### src/ppi_pkg.sv
// Constants and types for the port pin interrupt block
package ppi_pkg;

  // ----------------------------------------
  // Sizes
  // ----------------------------------------
  localparam int unsigned PPI_PINS   = 8;
  localparam int unsigned PPI_ADDR_W = 8;

  // ----------------------------------------
  // Register offsets
  // ----------------------------------------
  localparam logic [7:0] PPI_OFF_PIN_SEL  = 8'h00;
  localparam logic [7:0] PPI_OFF_EDGE_SEL = 8'h04;
  localparam logic [7:0] PPI_OFF_CTRL     = 8'h08;
  localparam logic [7:0] PPI_OFF_STATUS   = 8'h0c;
  localparam logic [7:0] PPI_OFF_MASK     = 8'h10;
  localparam logic [7:0] PPI_OFF_PIN_LVL  = 8'h14;

  // ----------------------------------------
  // Reset values
  // ----------------------------------------
  localparam logic [7:0] PPI_RST_PIN_SEL  = 8'h00;
  localparam logic [7:0] PPI_RST_EDGE_SEL = 8'h00;
  localparam logic [7:0] PPI_RST_PULL_EN  = 8'h00;
  localparam logic       PPI_RST_LVL_MODE = 1'h0;
  localparam logic       PPI_RST_MASK     = 1'h0;

  // ----------------------------------------
  // Field positions
  // ----------------------------------------
  localparam int unsigned PPI_CTRL_LVL_BIT  = 0;
  localparam int unsigned PPI_CTRL_PULL_LSB = 8;
  localparam int unsigned PPI_STAT_BIT      = 0;
  localparam int unsigned PPI_LANE_LO       = 0;
  localparam int unsigned PPI_LANE_HI       = 1;

  // ----------------------------------------
  // Bus responses
  // ----------------------------------------
  localparam logic [1:0] PPI_RESP_OKAY   = 2'h0;
  localparam logic [1:0] PPI_RESP_SLVERR = 2'h2;

endpackage

### src/ppi_pull.sv
// Pull device direction per pin
`timescale 1ns/1ps
module ppi_pull
  import ppi_pkg::*;
#(
  parameter int unsigned PINS = PPI_PINS
) (
  // Settings
  input  wire logic [PINS-1:0] pull_en,
  input  wire logic [PINS-1:0] edge_sel,
  // Pull enables
  output logic      [PINS-1:0] pull_up,
  output logic      [PINS-1:0] pull_dn
);

  // ----------------------------------------
  // Direction select
  // ----------------------------------------
  always_comb begin
    pull_up = pull_en & ~edge_sel;
    pull_dn = pull_en & edge_sel;
  end

endmodule

### src/ppi_detect.sv
// Per-pin active condition and trigger detection
`timescale 1ns/1ps
module ppi_detect
  import ppi_pkg::*;
#(
  parameter int unsigned PINS = PPI_PINS
) (
  // Clock and reset
  input  wire logic            clock,
  input  wire logic            sys_rst,
  // Pins and settings
  input  wire logic [PINS-1:0] pin_in,
  input  wire logic [PINS-1:0] pin_sel,
  input  wire logic [PINS-1:0] edge_sel,
  input  wire logic            lvl_mode,
  // Trigger per pin
  output logic      [PINS-1:0] trig
);

  typedef struct packed {
    logic [PINS-1:0] act_prev;
  } ppi_det_state_t;

  ppi_det_state_t q;
  ppi_det_state_t d;
  logic [PINS-1:0] act;

  // ----------------------------------------
  // Detection
  // ----------------------------------------
  always_comb begin
    act = ~(pin_in ^ edge_sel);
    d = q;
    d.act_prev = act;
    if (lvl_mode) begin
      trig = pin_sel & act;
    end else begin
      trig = pin_sel & act & ~q.act_prev;
    end
  end

  // Previous state starts active so reset gives no false edge
  always_ff @(posedge clock or posedge sys_rst) begin
    if (sys_rst) begin
      q <= '{act_prev: '1};
    end else begin
      q <= d;
    end
  end

endmodule

### src/ppi_port_irq.sv
// Port pin interrupt configuration block with AXI4-Lite registers
// Function
// - Each pin-select bit enables its pin as interrupt source; cleared bit excludes it.
// - Edge-select 0: pull-up, falling edge or low level is active.
// - Edge-select 1: pull-down, rising edge or high level is active.
// - One edge-select bit sets polarity and pull; pull only when enabled.
`timescale 1ns/1ps
module ppi_port_irq
  import ppi_pkg::*;
#(
  parameter int unsigned PINS = PPI_PINS
) (
  // Clock and reset
  input  wire logic                  clock,
  input  wire logic                  sys_rst,
  // AXI4-Lite write address
  input  wire logic [PPI_ADDR_W-1:0] s_axi_awaddr,
  input  wire logic                  s_axi_awvalid,
  output logic                       s_axi_awready,
  // AXI4-Lite write data
  input  wire logic [31:0]           s_axi_wdata,
  input  wire logic [3:0]            s_axi_wstrb,
  input  wire logic                  s_axi_wvalid,
  output logic                       s_axi_wready,
  // AXI4-Lite write response
  output logic      [1:0]            s_axi_bresp,
  output logic                       s_axi_bvalid,
  input  wire logic                  s_axi_bready,
  // AXI4-Lite read address
  input  wire logic [PPI_ADDR_W-1:0] s_axi_araddr,
  input  wire logic                  s_axi_arvalid,
  output logic                       s_axi_arready,
  // AXI4-Lite read data
  output logic      [31:0]           s_axi_rdata,
  output logic      [1:0]            s_axi_rresp,
  output logic                       s_axi_rvalid,
  input  wire logic                  s_axi_rready,
  // Port pins
  input  wire logic [PINS-1:0]       port_pin_in,
  output logic      [PINS-1:0]       port_pull_up_en,
  output logic      [PINS-1:0]       port_pull_down_en,
  // Interrupt
  output logic                       irq
);

  typedef struct packed {
    logic [PINS-1:0]       pin_sel;
    logic [PINS-1:0]       edge_sel;
    logic [PINS-1:0]       pull_en;
    logic                  lvl_mode;
    logic                  status;
    logic                  mask;
    logic [PINS-1:0]       pull_up;
    logic [PINS-1:0]       pull_dn;
    logic                  irq;
    logic                  aw_hold;
    logic [PPI_ADDR_W-1:0] aw_addr;
    logic                  awready;
    logic                  w_hold;
    logic [31:0]           w_data;
    logic [3:0]            w_strb;
    logic                  wready;
    logic                  bvalid;
    logic [1:0]            bresp;
    logic                  arready;
    logic                  rvalid;
    logic [31:0]           rdata;
    logic [1:0]            rresp;
  } ppi_state_t;

  ppi_state_t      q;
  ppi_state_t      d;
  logic [PINS-1:0] trig;
  logic [PINS-1:0] pu_c;
  logic [PINS-1:0] pd_c;
  logic            event_c;
  logic            clr_c;
  logic            wr_fire;

  // ----------------------------------------
  // Helper functions
  // ----------------------------------------
  function automatic logic ppi_hit(input logic [PPI_ADDR_W-1:0] a);
    ppi_hit = (a == PPI_OFF_PIN_SEL) || (a == PPI_OFF_EDGE_SEL) ||
              (a == PPI_OFF_CTRL) || (a == PPI_OFF_STATUS) ||
              (a == PPI_OFF_MASK) || (a == PPI_OFF_PIN_LVL);
  endfunction

  function automatic logic [7:0] ppi_lane(input logic [7:0] old, input logic [31:0] data,
                                          input logic [3:0] strb, input int unsigned lane);
    ppi_lane = strb[lane] ? data[lane*8 +: 8] : old;
  endfunction

  // ----------------------------------------
  // Submodules
  // ----------------------------------------
  ppi_detect #(
    .PINS     (PINS)
  ) u_detect (
    .clock    (clock),
    .sys_rst  (sys_rst),
    .pin_in   (port_pin_in),
    .pin_sel  (q.pin_sel),
    .edge_sel (q.edge_sel),
    .lvl_mode (q.lvl_mode),
    .trig     (trig)
  );

  ppi_pull #(
    .PINS     (PINS)
  ) u_pull (
    .pull_en  (q.pull_en),
    .edge_sel (q.edge_sel),
    .pull_up  (pu_c),
    .pull_dn  (pd_c)
  );

  // ----------------------------------------
  // Next state
  // ----------------------------------------
  always_comb begin
    d = q;
    event_c = |trig;
    clr_c = 1'b0;
    wr_fire = 1'b0;
    // Write channels, taken in either order
    if (s_axi_awvalid && q.awready) begin
      d.aw_hold = 1'b1;
      d.aw_addr = s_axi_awaddr;
    end
    if (s_axi_wvalid && q.wready) begin
      d.w_hold = 1'b1;
      d.w_data = s_axi_wdata;
      d.w_strb = s_axi_wstrb;
    end
    if (q.bvalid && s_axi_bready) begin
      d.bvalid = 1'b0;
    end
    if (d.aw_hold && d.w_hold && !d.bvalid) begin
      wr_fire = 1'b1;
      d.aw_hold = 1'b0;
      d.w_hold = 1'b0;
      d.bvalid = 1'b1;
      d.bresp = ppi_hit(d.aw_addr) ? PPI_RESP_OKAY : PPI_RESP_SLVERR;
      case (d.aw_addr)
        PPI_OFF_PIN_SEL: begin
          d.pin_sel = ppi_lane(q.pin_sel, d.w_data, d.w_strb, PPI_LANE_LO);
        end
        PPI_OFF_EDGE_SEL: begin
          d.edge_sel = ppi_lane(q.edge_sel, d.w_data, d.w_strb, PPI_LANE_LO);
        end
        PPI_OFF_CTRL: begin
          if (d.w_strb[PPI_LANE_LO]) begin
            d.lvl_mode = d.w_data[PPI_CTRL_LVL_BIT];
          end
          d.pull_en = ppi_lane(q.pull_en, d.w_data, d.w_strb, PPI_LANE_HI);
        end
        PPI_OFF_STATUS: begin
          clr_c = d.w_strb[PPI_LANE_LO] && d.w_data[PPI_STAT_BIT];
        end
        PPI_OFF_MASK: begin
          if (d.w_strb[PPI_LANE_LO]) begin
            d.mask = d.w_data[PPI_STAT_BIT];
          end
        end
        default: begin
          d.bresp = ppi_hit(d.aw_addr) ? PPI_RESP_OKAY : PPI_RESP_SLVERR;
        end
      endcase
    end
    d.awready = !d.aw_hold;
    d.wready = !d.w_hold;
    // Read channel
    if (q.rvalid && s_axi_rready) begin
      d.rvalid = 1'b0;
    end
    if (s_axi_arvalid && q.arready) begin
      d.rvalid = 1'b1;
      d.rresp = ppi_hit(s_axi_araddr) ? PPI_RESP_OKAY : PPI_RESP_SLVERR;
      d.rdata = '0;
      case (s_axi_araddr)
        PPI_OFF_PIN_SEL: begin
          d.rdata[PINS-1:0] = q.pin_sel;
        end
        PPI_OFF_EDGE_SEL: begin
          d.rdata[PINS-1:0] = q.edge_sel;
        end
        PPI_OFF_CTRL: begin
          d.rdata[PPI_CTRL_LVL_BIT] = q.lvl_mode;
          d.rdata[PPI_CTRL_PULL_LSB +: PINS] = q.pull_en;
        end
        PPI_OFF_STATUS: begin
          d.rdata[PPI_STAT_BIT] = q.status;
        end
        PPI_OFF_MASK: begin
          d.rdata[PPI_STAT_BIT] = q.mask;
        end
        PPI_OFF_PIN_LVL: begin
          d.rdata[PINS-1:0] = port_pin_in;
        end
        default: begin
          d.rdata = '0;
        end
      endcase
    end
    d.arready = !d.rvalid;
    // Latched request, set wins over clear
    d.status = (q.status && !clr_c) || event_c;
    d.irq = d.status && d.mask;
    d.pull_up = pu_c;
    d.pull_dn = pd_c;
  end

  // ----------------------------------------
  // State register
  // ----------------------------------------
  always_ff @(posedge clock or posedge sys_rst) begin
    if (sys_rst) begin
      q <= '{pin_sel: PPI_RST_PIN_SEL, edge_sel: PPI_RST_EDGE_SEL, pull_en: PPI_RST_PULL_EN,
             lvl_mode: PPI_RST_LVL_MODE, mask: PPI_RST_MASK, bresp: PPI_RESP_OKAY,
             rresp: PPI_RESP_OKAY, default: '0};
    end else begin
      q <= d;
    end
  end

  // ----------------------------------------
  // Outputs
  // ----------------------------------------
  assign s_axi_awready     = q.awready;
  assign s_axi_wready      = q.wready;
  assign s_axi_bvalid      = q.bvalid;
  assign s_axi_bresp       = q.bresp;
  assign s_axi_arready     = q.arready;
  assign s_axi_rvalid      = q.rvalid;
  assign s_axi_rdata       = q.rdata;
  assign s_axi_rresp       = q.rresp;
  assign port_pull_up_en   = q.pull_up;
  assign port_pull_down_en = q.pull_dn;
  assign irq               = q.irq;

  // ----------------------------------------
  // Assertions
  // ----------------------------------------
  property p_unselected_quiet;
    @(posedge clock) disable iff (sys_rst)
    (trig & ~q.pin_sel) == '0;
  endproperty
  a_unselected_quiet: assert property (p_unselected_quiet) else $error("trigger on unselected pin");

  property p_falling_sets;
    @(posedge clock) disable iff (sys_rst)
    (!q.lvl_mode && $stable(q.edge_sel) && |(q.pin_sel & ~q.edge_sel & $past(port_pin_in) & ~port_pin_in))
    |=> q.status;
  endproperty
  a_falling_sets: assert property (p_falling_sets) else $error("falling edge not latched");

  property p_rising_sets;
    @(posedge clock) disable iff (sys_rst)
    (!q.lvl_mode && $stable(q.edge_sel) && |(q.pin_sel & q.edge_sel & ~$past(port_pin_in) & port_pin_in))
    |=> q.status;
  endproperty
  a_rising_sets: assert property (p_rising_sets) else $error("rising edge not latched");

  property p_pull_dir;
    @(posedge clock) disable iff (sys_rst)
    ##1 (port_pull_up_en == ($past(q.pull_en) & ~$past(q.edge_sel))) &&
        (port_pull_down_en == ($past(q.pull_en) & $past(q.edge_sel)));
  endproperty
  a_pull_dir: assert property (p_pull_dir) else $error("pull direction wrong");

  property p_pull_gated;
    @(posedge clock) disable iff (sys_rst)
    ((port_pull_up_en & port_pull_down_en) == '0) && (((port_pull_up_en | port_pull_down_en) & ~$past(q.pull_en)) == '0);
  endproperty
  a_pull_gated: assert property (p_pull_gated) else $error("pull active while disabled");

  property p_req_held;
    @(posedge clock) disable iff (sys_rst)
    (q.status && !clr_c) |=> q.status;
  endproperty
  a_req_held: assert property (p_req_held) else $error("request dropped without acknowledge");

  property p_irq_follows;
    @(posedge clock) disable iff (sys_rst)
    (q.status && !clr_c) |=> (irq == q.mask);
  endproperty
  a_irq_follows: assert property (p_irq_follows) else $error("interrupt output not raised");

  property p_bvalid_hold;
    @(posedge clock) disable iff (sys_rst)
    (s_axi_bvalid && !s_axi_bready) |=> (s_axi_bvalid && $stable(s_axi_bresp));
  endproperty
  a_bvalid_hold: assert property (p_bvalid_hold) else $error("write response dropped");

  property p_write_answer;
    @(posedge clock) disable iff (sys_rst)
    wr_fire |=> s_axi_bvalid;
  endproperty
  a_write_answer: assert property (p_write_answer) else $error("write not answered");

endmodule

### config.mk
export PLATFORM = sky130hd
export DESIGN_NAME = ppi_port_irq
export DESIGN_NICKNAME = d
export VERILOG_FILES = /design/src/ppi_pkg.sv /design/src/ppi_pull.sv /design/src/ppi_detect.sv /design/src/ppi_port_irq.sv
export SDC_FILE = /design/constraint.sdc
export NUM_CORES = 1
export LEC_CHECK = 0
export ABC_AREA = 1
export BUFFER_PORTS_ARGS = -buffer_cell sky130_fd_sc_hd__buf_2
export CAP_MARGIN = 20
export CORE_UTILIZATION = 53
export CTS_CLUSTER_DIAMETER = 100
export DETAILED_ROUTE_END_ITERATION = 8
export GPL_TIMING_DRIVEN = 0
export PLACE_DENSITY_LB_ADDON = 0.25
export SLEW_MARGIN = 20
export SYNTH_ARGS = -nofsm -noshare
export SYNTH_HDL_FRONTEND = slang
export SYNTH_SLANG_ARGS = --single-unit
### constraint.sdc
create_clock -name clock -period 3.27 [get_ports clock]
set_input_delay 0.327 -clock clock [delete_from_list [all_inputs] [get_ports clock]]
set_output_delay 0.327 -clock clock [all_outputs]
set_load 0.02 [all_outputs]
==> results.json, run 1 <==
{
  "worstPathRequired_ns": 3.53,
  "p_total_uw": 4270,
  "fin_ws_ns": 1.59,
  "critical_path.top_delay_family": "simple AND/OR/NAND/NOR gates",
  "cts_buffers": 9,
  "worst_slew_pin_slew_ns": 0.651,
  "cts_tree": "done",
  "max-vdd-ir-drop_mv": 0.458,
  "clock_latency_ns": 0.38,
  "setup_viol": 0,
  "cp_slowest_stage_delay_ns": 0.40,
  "design_area_um2": 5820,
  "r2r_slack_ns": 1.59,
  "synth.ff_latch_count": 103,
  "grt_pass1_vias": 3682,
  "drt_wl_total_um": 9940,
  "powerDensity_nw_per_um2": 733,
  "die_y_um": 98.4,
  "area_delta_synth_final_pct": 18.1,
  "crit_top_cell": "nand2_1",
  "fmax_ghz": 0.597,
  "grt_pass1_wl_um": 17000,
  "wl_per_cell_um": 12.8,
  "rows": 34,
  "ys_top_cells_by_area": "dfrtp_1 48%, nand2_1 12%, buf_4 7.9%, dfstp_2 4.3%, nand3_1 4.3%",
  "grt-ovfl-total": 0,
  "failed_checks": "design-rule violations",
  "drtPass1Iterations": 9,
  "critPathKind": "flop to flop",
  "startpoint_type": "flop",
  "crit_path_cell_trace": "buf_6, nand2_8, nand2_1, nand2_2, nand3_1, nor2_4, nand3_2, nand2_1, nand2_1",
  "num_vias": 3726,
  "cts_setup_buffers": 0,
  "synth_cell_types": 35,
  "dieArea_um2": 9690,
  "cts_max_level": 3,
  "crit_path_max_fanout": 10,
  "crit_arrival_ns": 1.94,
  "syn-cell-area_um2": 4930,
  "most-common-layout-cells": "159 x nand2_1, 95 x dfrtp_1, 90 x buf_2",
  "ys_warn_count": 0,
  "dr.first_iter.drc_count": 179,
  "rsz0062_at_grt": "no",
  "ys_seq_area_frac": 0.525,
  "dpl.hpwl_um": 7410,
  "nets": 729,
  "netlist_instances": 545,
  "drv_slew": 0,
  "final_hold_viol_count": 0,
  "root_buffer": "clkbuf_8",
  "ios": 125,
  "finish.utilization": 0.658,
  "drc": 10,
  "holdWs_ns": 0.141,
  "start_util": 0.557,
  "pre_cts_slack_ns": 1.56,
  "yosysTopAreaCellShare": 0.482,
  "avgSynthCellArea_um2": 9.04,
  "leakage_uw": 0.00327,
  "grt_usage": 0.224,
  "synth_top_cell_by_area": "dfrtp_1",
  "run_status": "finished with violations",
  "slowest_stage": "dfrtp_1",
  "skew_ns": 0.0155,
  "clock_path_buffers": 2,
  "final_common_cell": "nand2_1",
  "cts_resized": 0,
  "antenna_found_initial": 0,
  "final_antenna_net_count": 0,
  "slew-limit-headroom": 0.564,
  "clkTransAtPathRegs_ns": 0.11,
  "cap_violations": 0,
  "hold_class": "input port to flop",
  "end_kind": "flop",
  "drive_above_1_share": 0.328,
  "place.gp.congestion": 0.825,
  "die_x_um": 98.4,
  "vias_per_cell": 4.81,
  "diodes": 0,
  "port_buffers": 87,
  "post-route-period-util": 0.513,
  "clkSinkCount": 103,
  "postPlaceCellArea_um2": 5600,
  "path_buf_inv": 1,
  "period_needed_ns": 1.68,
  "core_um2": 8850,
  "grt_max_degree": 62
}
kinds of logic after synthesis:
| family | after synthesis | share of synthesized area |
|---|---|---|
| buffers and inverters | 118 | 0.138 |
| and+or+nand+nor | 276 | 0.268 |
| DFF | 103 | 0.525 |
| AOI/OAI and AO/OA | 39 | 0.0543 |
| xor gates and xnor gates | 8 | 0.0142 |
| other | 1 | 0.000761 |
cell type report:
class / count / area, um^2
Fill cell: 742 / 3030
Sequential cell: 103 / 2590
Multi-Input combinational cell: 341 / 1730
Timing Repair Buffer: 89 / 473
Buffer: 63 / 473
Inverter: 55 / 211
Clock buffer: 11 / 151
Tap cell: 108 / 135
Clock inverter: 5 / 65.1
worst paths after layout:
kind | startpoint | to | depth (start not counted)
max reg2reg | s_axi_awready | q[112] | 9
min | port_pin_in[3] | u_detect.q[3] | 2
min in group asynchronous | sys_rst | port_pull_down_en[3] | 3
min reg2reg | s_axi_rvalid | s_axi_arready | 1
max | s_axi_awready | q[112] | 9
max in group asynchronous | sys_rst | q[86] | 4
through the flow:
step                      setup TNS (ns)  instances
after floorplan                        0        562
after global placement            -76.18        757
after detailed placement               0        758
after CTS                              0        775
after global routing                   0        775
final                                  0        775
power by group:
group / switching, uW / total [uW] / leakage, uW / internal, uW
combinational: 927 / 1460 / 0.00184 / 532
sequential: 249 / 1960 / 0.00133 / 1710
clock: 445 / 847 / 0.000104 / 402
total: 1620 / 4270 / 0.00327 / 2640
flip-flops by register name, indices dropped and copies added, names as in the netlist:
name               cells
s_axi_rvalid           1
s_axi_rresp            1
port_pull_up_en        8
s_axi_rdata           16
s_axi_bresp            1
s_axi_awready          1
s_axi_wready           1
s_axi_bvalid           1
s_axi_arready          1
port_pull_down_en      8
irq                    1
u_detect.q             8
q                     55
repair_timing:
action | CTS | global route
hold endpoints to repair | 34 | 0
hold buffers | 1 | 0
endpoints found under the setup margin | 0 | 0
layer usage:
layer / up-vias / track usage / routed length, um
li1: 1871 / - / -
met1: 1729 / 0.297 / 4590
met2: 109 / 0.365 / 4590
met3: 17 / 0.0496 / 501
met4: 0 / 0.0827 / 258
met5: - / 0 / 0
synth_stat cells, drive strengths merged:
cell,count
xnor2,8
nand2,181
o21ai,20
nor2,28
nand4,8
dfstp,8
o31ai,8
conb,1
a21boi,7
clkbuf,3
or2,1
and2,7
o211ai,2
a21oi,2
buf,60
nand3,44
clkinv,1
inv,54
nor3,4
dfrtp,95
nand3b,3
(Power assumes the default switching activity.)
==> inputs of run 2 (changes only) <==
==> constraint.sdc (replaced) <==
create_clock -name clock -period 1.65 [get_ports clock]
set_input_delay 0.165 -clock clock [delete_from_list [all_inputs] [get_ports clock]]
set_output_delay 0.165 -clock clock [all_outputs]
set_load 0.02 [all_outputs]
==> run 2 against run 1 <==
  * The flow still finishes with violations (design-rule violations)
  * Flip-flop and latch count is the same
  * Final area grew 6.2%
  * Hold slack lost 0.12 ns
  * Register-to-register slack lost 1.5 ns
  * Power grew 110%
  * Combinational power grew 120%
  * Critical path type unchanged
==> results.json, run 2 (synthesis results as in run 1) <==
{
  "dieArea_um2": 9690,
  "cap_violations": 0,
  "hold_class": "input port to flop",
  "die_x_um": 98.4,
  "grt_pass1_vias": 3740,
  "drt_wl_total_um": 10200,
  "ios": 125,
  "critical_path.top_delay_family": "simple AND/OR/NAND/NOR gates",
  "powerDensity_nw_per_um2": 1440,
  "p_total_uw": 8900,
  "rsz0062_at_grt": "yes",
  "grt_pass1_wl_um": 17600,
  "vias_per_cell": 4.78,
  "cp_slowest_stage_delay_ns": 0.41,
  "r2r_slack_ns": 0.05,
  "crit_path_cell_trace": "buf_6, nand3_1, nand2_4, nor2_4, nand2_4, nor2_8, nand3_4, buf_8, nand2_2, o21ai_2",
  "critPathKind": "flop to flop",
  "reg2regPathDepth": 10,
  "root_buffer": "clkbuf_8",
  "holdWs_ns": 0.0190,
  "worstPathRequired_ns": 1.91,
  "rows": 34,
  "startpoint": "s_axi_awready",
  "rr_startpoint": "s_axi_awready",
  "core_um2": 8850,
  "final_antenna_net_count": 0,
  "clkSinkCount": 103,
  "r2r-end": "q[121]",
  "dpl.hpwl_um": 7740,
  "num_vias": 3809,
  "port_buffers": 87,
  "crit_end": "q[121]",
  "nets": 751,
  "tns_ns": 0,
  "cts_buffers": 9,
  "period_needed_ns": 1.60,
  "most-common-layout-cells": "152 x nand2_1, 95 x dfrtp_1, 91 x buf_2",
  "place.gp.congestion": 0.830,
  "antenna_found_initial": 0,
  "dp.cells": 761,
  "drv_slew": 0,
  "design_area_um2": 6180,
  "end_kind": "flop",
  "skew_ns": 0.0113,
  "area_delta_synth_final_pct": 25.5,
  "grt-ovfl-total": 0,
  "drtPass1Iterations": 8,
  "run_status": "finished with violations",
  "failed_checks": "design-rule violations",
  "largest_register_ffs": 55,
  "die_y_um": 98.4,
  "wl_per_cell_um": 12.9,
  "crit_arrival_ns": 1.86,
  "dr.first_iter.drc_count": 168,
  "worstSetupPathDepth": 10,
  "drive_above_1_share": 0.360,
  "grt_max_degree": 26,
  "grt_usage": 0.231,
  "clock_path_buffers": 2,
  "startpoint_type": "flop",
  "slew-limit-headroom": 0.533,
  "postPlaceCellArea_um2": 5670,
  "fmax_ghz": 0.626,
  "diodes": 0,
  "slowest_stage": "dfrtp_1",
  "post-route-period-util": 0.968,
  "start_util": 0.557,
  "cts_max_level": 3,
  "path_buf_inv": 2,
  "final_hold_viol_count": 0,
  "setup_viol": 0,
  "crit_top_cell": "nand2_4",
  "max-vdd-ir-drop_mv": 0.871,
  "clock_latency_ns": 0.37,
  "worst_slew_pin_slew_ns": 0.697,
  "leakage_uw": 0.00343,
  "registers.top_by_ff_count": "q",
  "cts_tree": "done",
  "crit_path_max_fanout": 10,
  "final_common_cell": "nand2_1",
  "drc": 10,
  "final_cells": 797,
  "clkTransAtPathRegs_ns": 0.10
}
-- run 2: worst min-delay path, delay by kind of cell --
family        cells  cell delay (ns)
simple gates      2             0.11
buf+inv           1             0.08
-- run 2: cell type report --
type	instances	area (um^2)
fillers	714	2660
flip-flops and latches	103	2590
multi-input cells	342	1830
repair buffers	110	721
plain buffers	63	477
inverters	55	210
clock buffers	10	138
well taps	108	135
clock inverters	6	90.1
-- run 2: where the power goes --
part           internal, uW  switching (uW)  total, uW  leakage [uW]
Combinational          1250            1960       3210       0.00199
Sequential             3390             522       3910       0.00133
Clock                   904             872       1780      0.000113
Total                  5540            3360       8900       0.00343
-- run 2: worst min path at each step --
stage / start / endpoint / slack [ns] / cells after the start
after floorplan: port_pin_in[5] / u_detect.q[5] / 0.23 / 1
after global placement: port_pin_in[3] / u_detect.q[3] / 0.36 / 2
after detailed placement: sys_rst / s_axi_rdata[9] / 0.18 / 2
after CTS: s_axi_wdata[9] / q[53] / 0.002 / 3
after global routing: port_pin_in[1] / u_detect.q[1] / 0.009 / 2
final: s_axi_wdata[9] / q[53] / 0.02 / 3
-- run 2: per-layer routing --
layer	up-vias	GRT usage	routed length, um
li1	1922	-	-
met1	1759	0.307	4460
met2	116	0.388	5120
met3	12	0.0383	541
met4	0	0.0804	130
met5	-	0	0
-- run 2: per-stage QoR --
stage / utilization / worst slack, ns
global route: 0.699 / -0.0518
CTS: 0.681 / 0.00892
finish: 0.699 / 0.0532
floorplan: - / 0.0328
detailed placement: 0.641 / -0.00666
global placement: 0.629 / -0.361
-- run 2: what timing repair did --
item / CTS / global route
hold buffers: 9 / 0
hold endpoints to repair: 23 / 0
gates resized for setup: 2 / 25
pin swaps: 2 / 7
cloned: 0 / 2
setup endpoints to repair: 10 / 23
setup buffers: 2 / 7
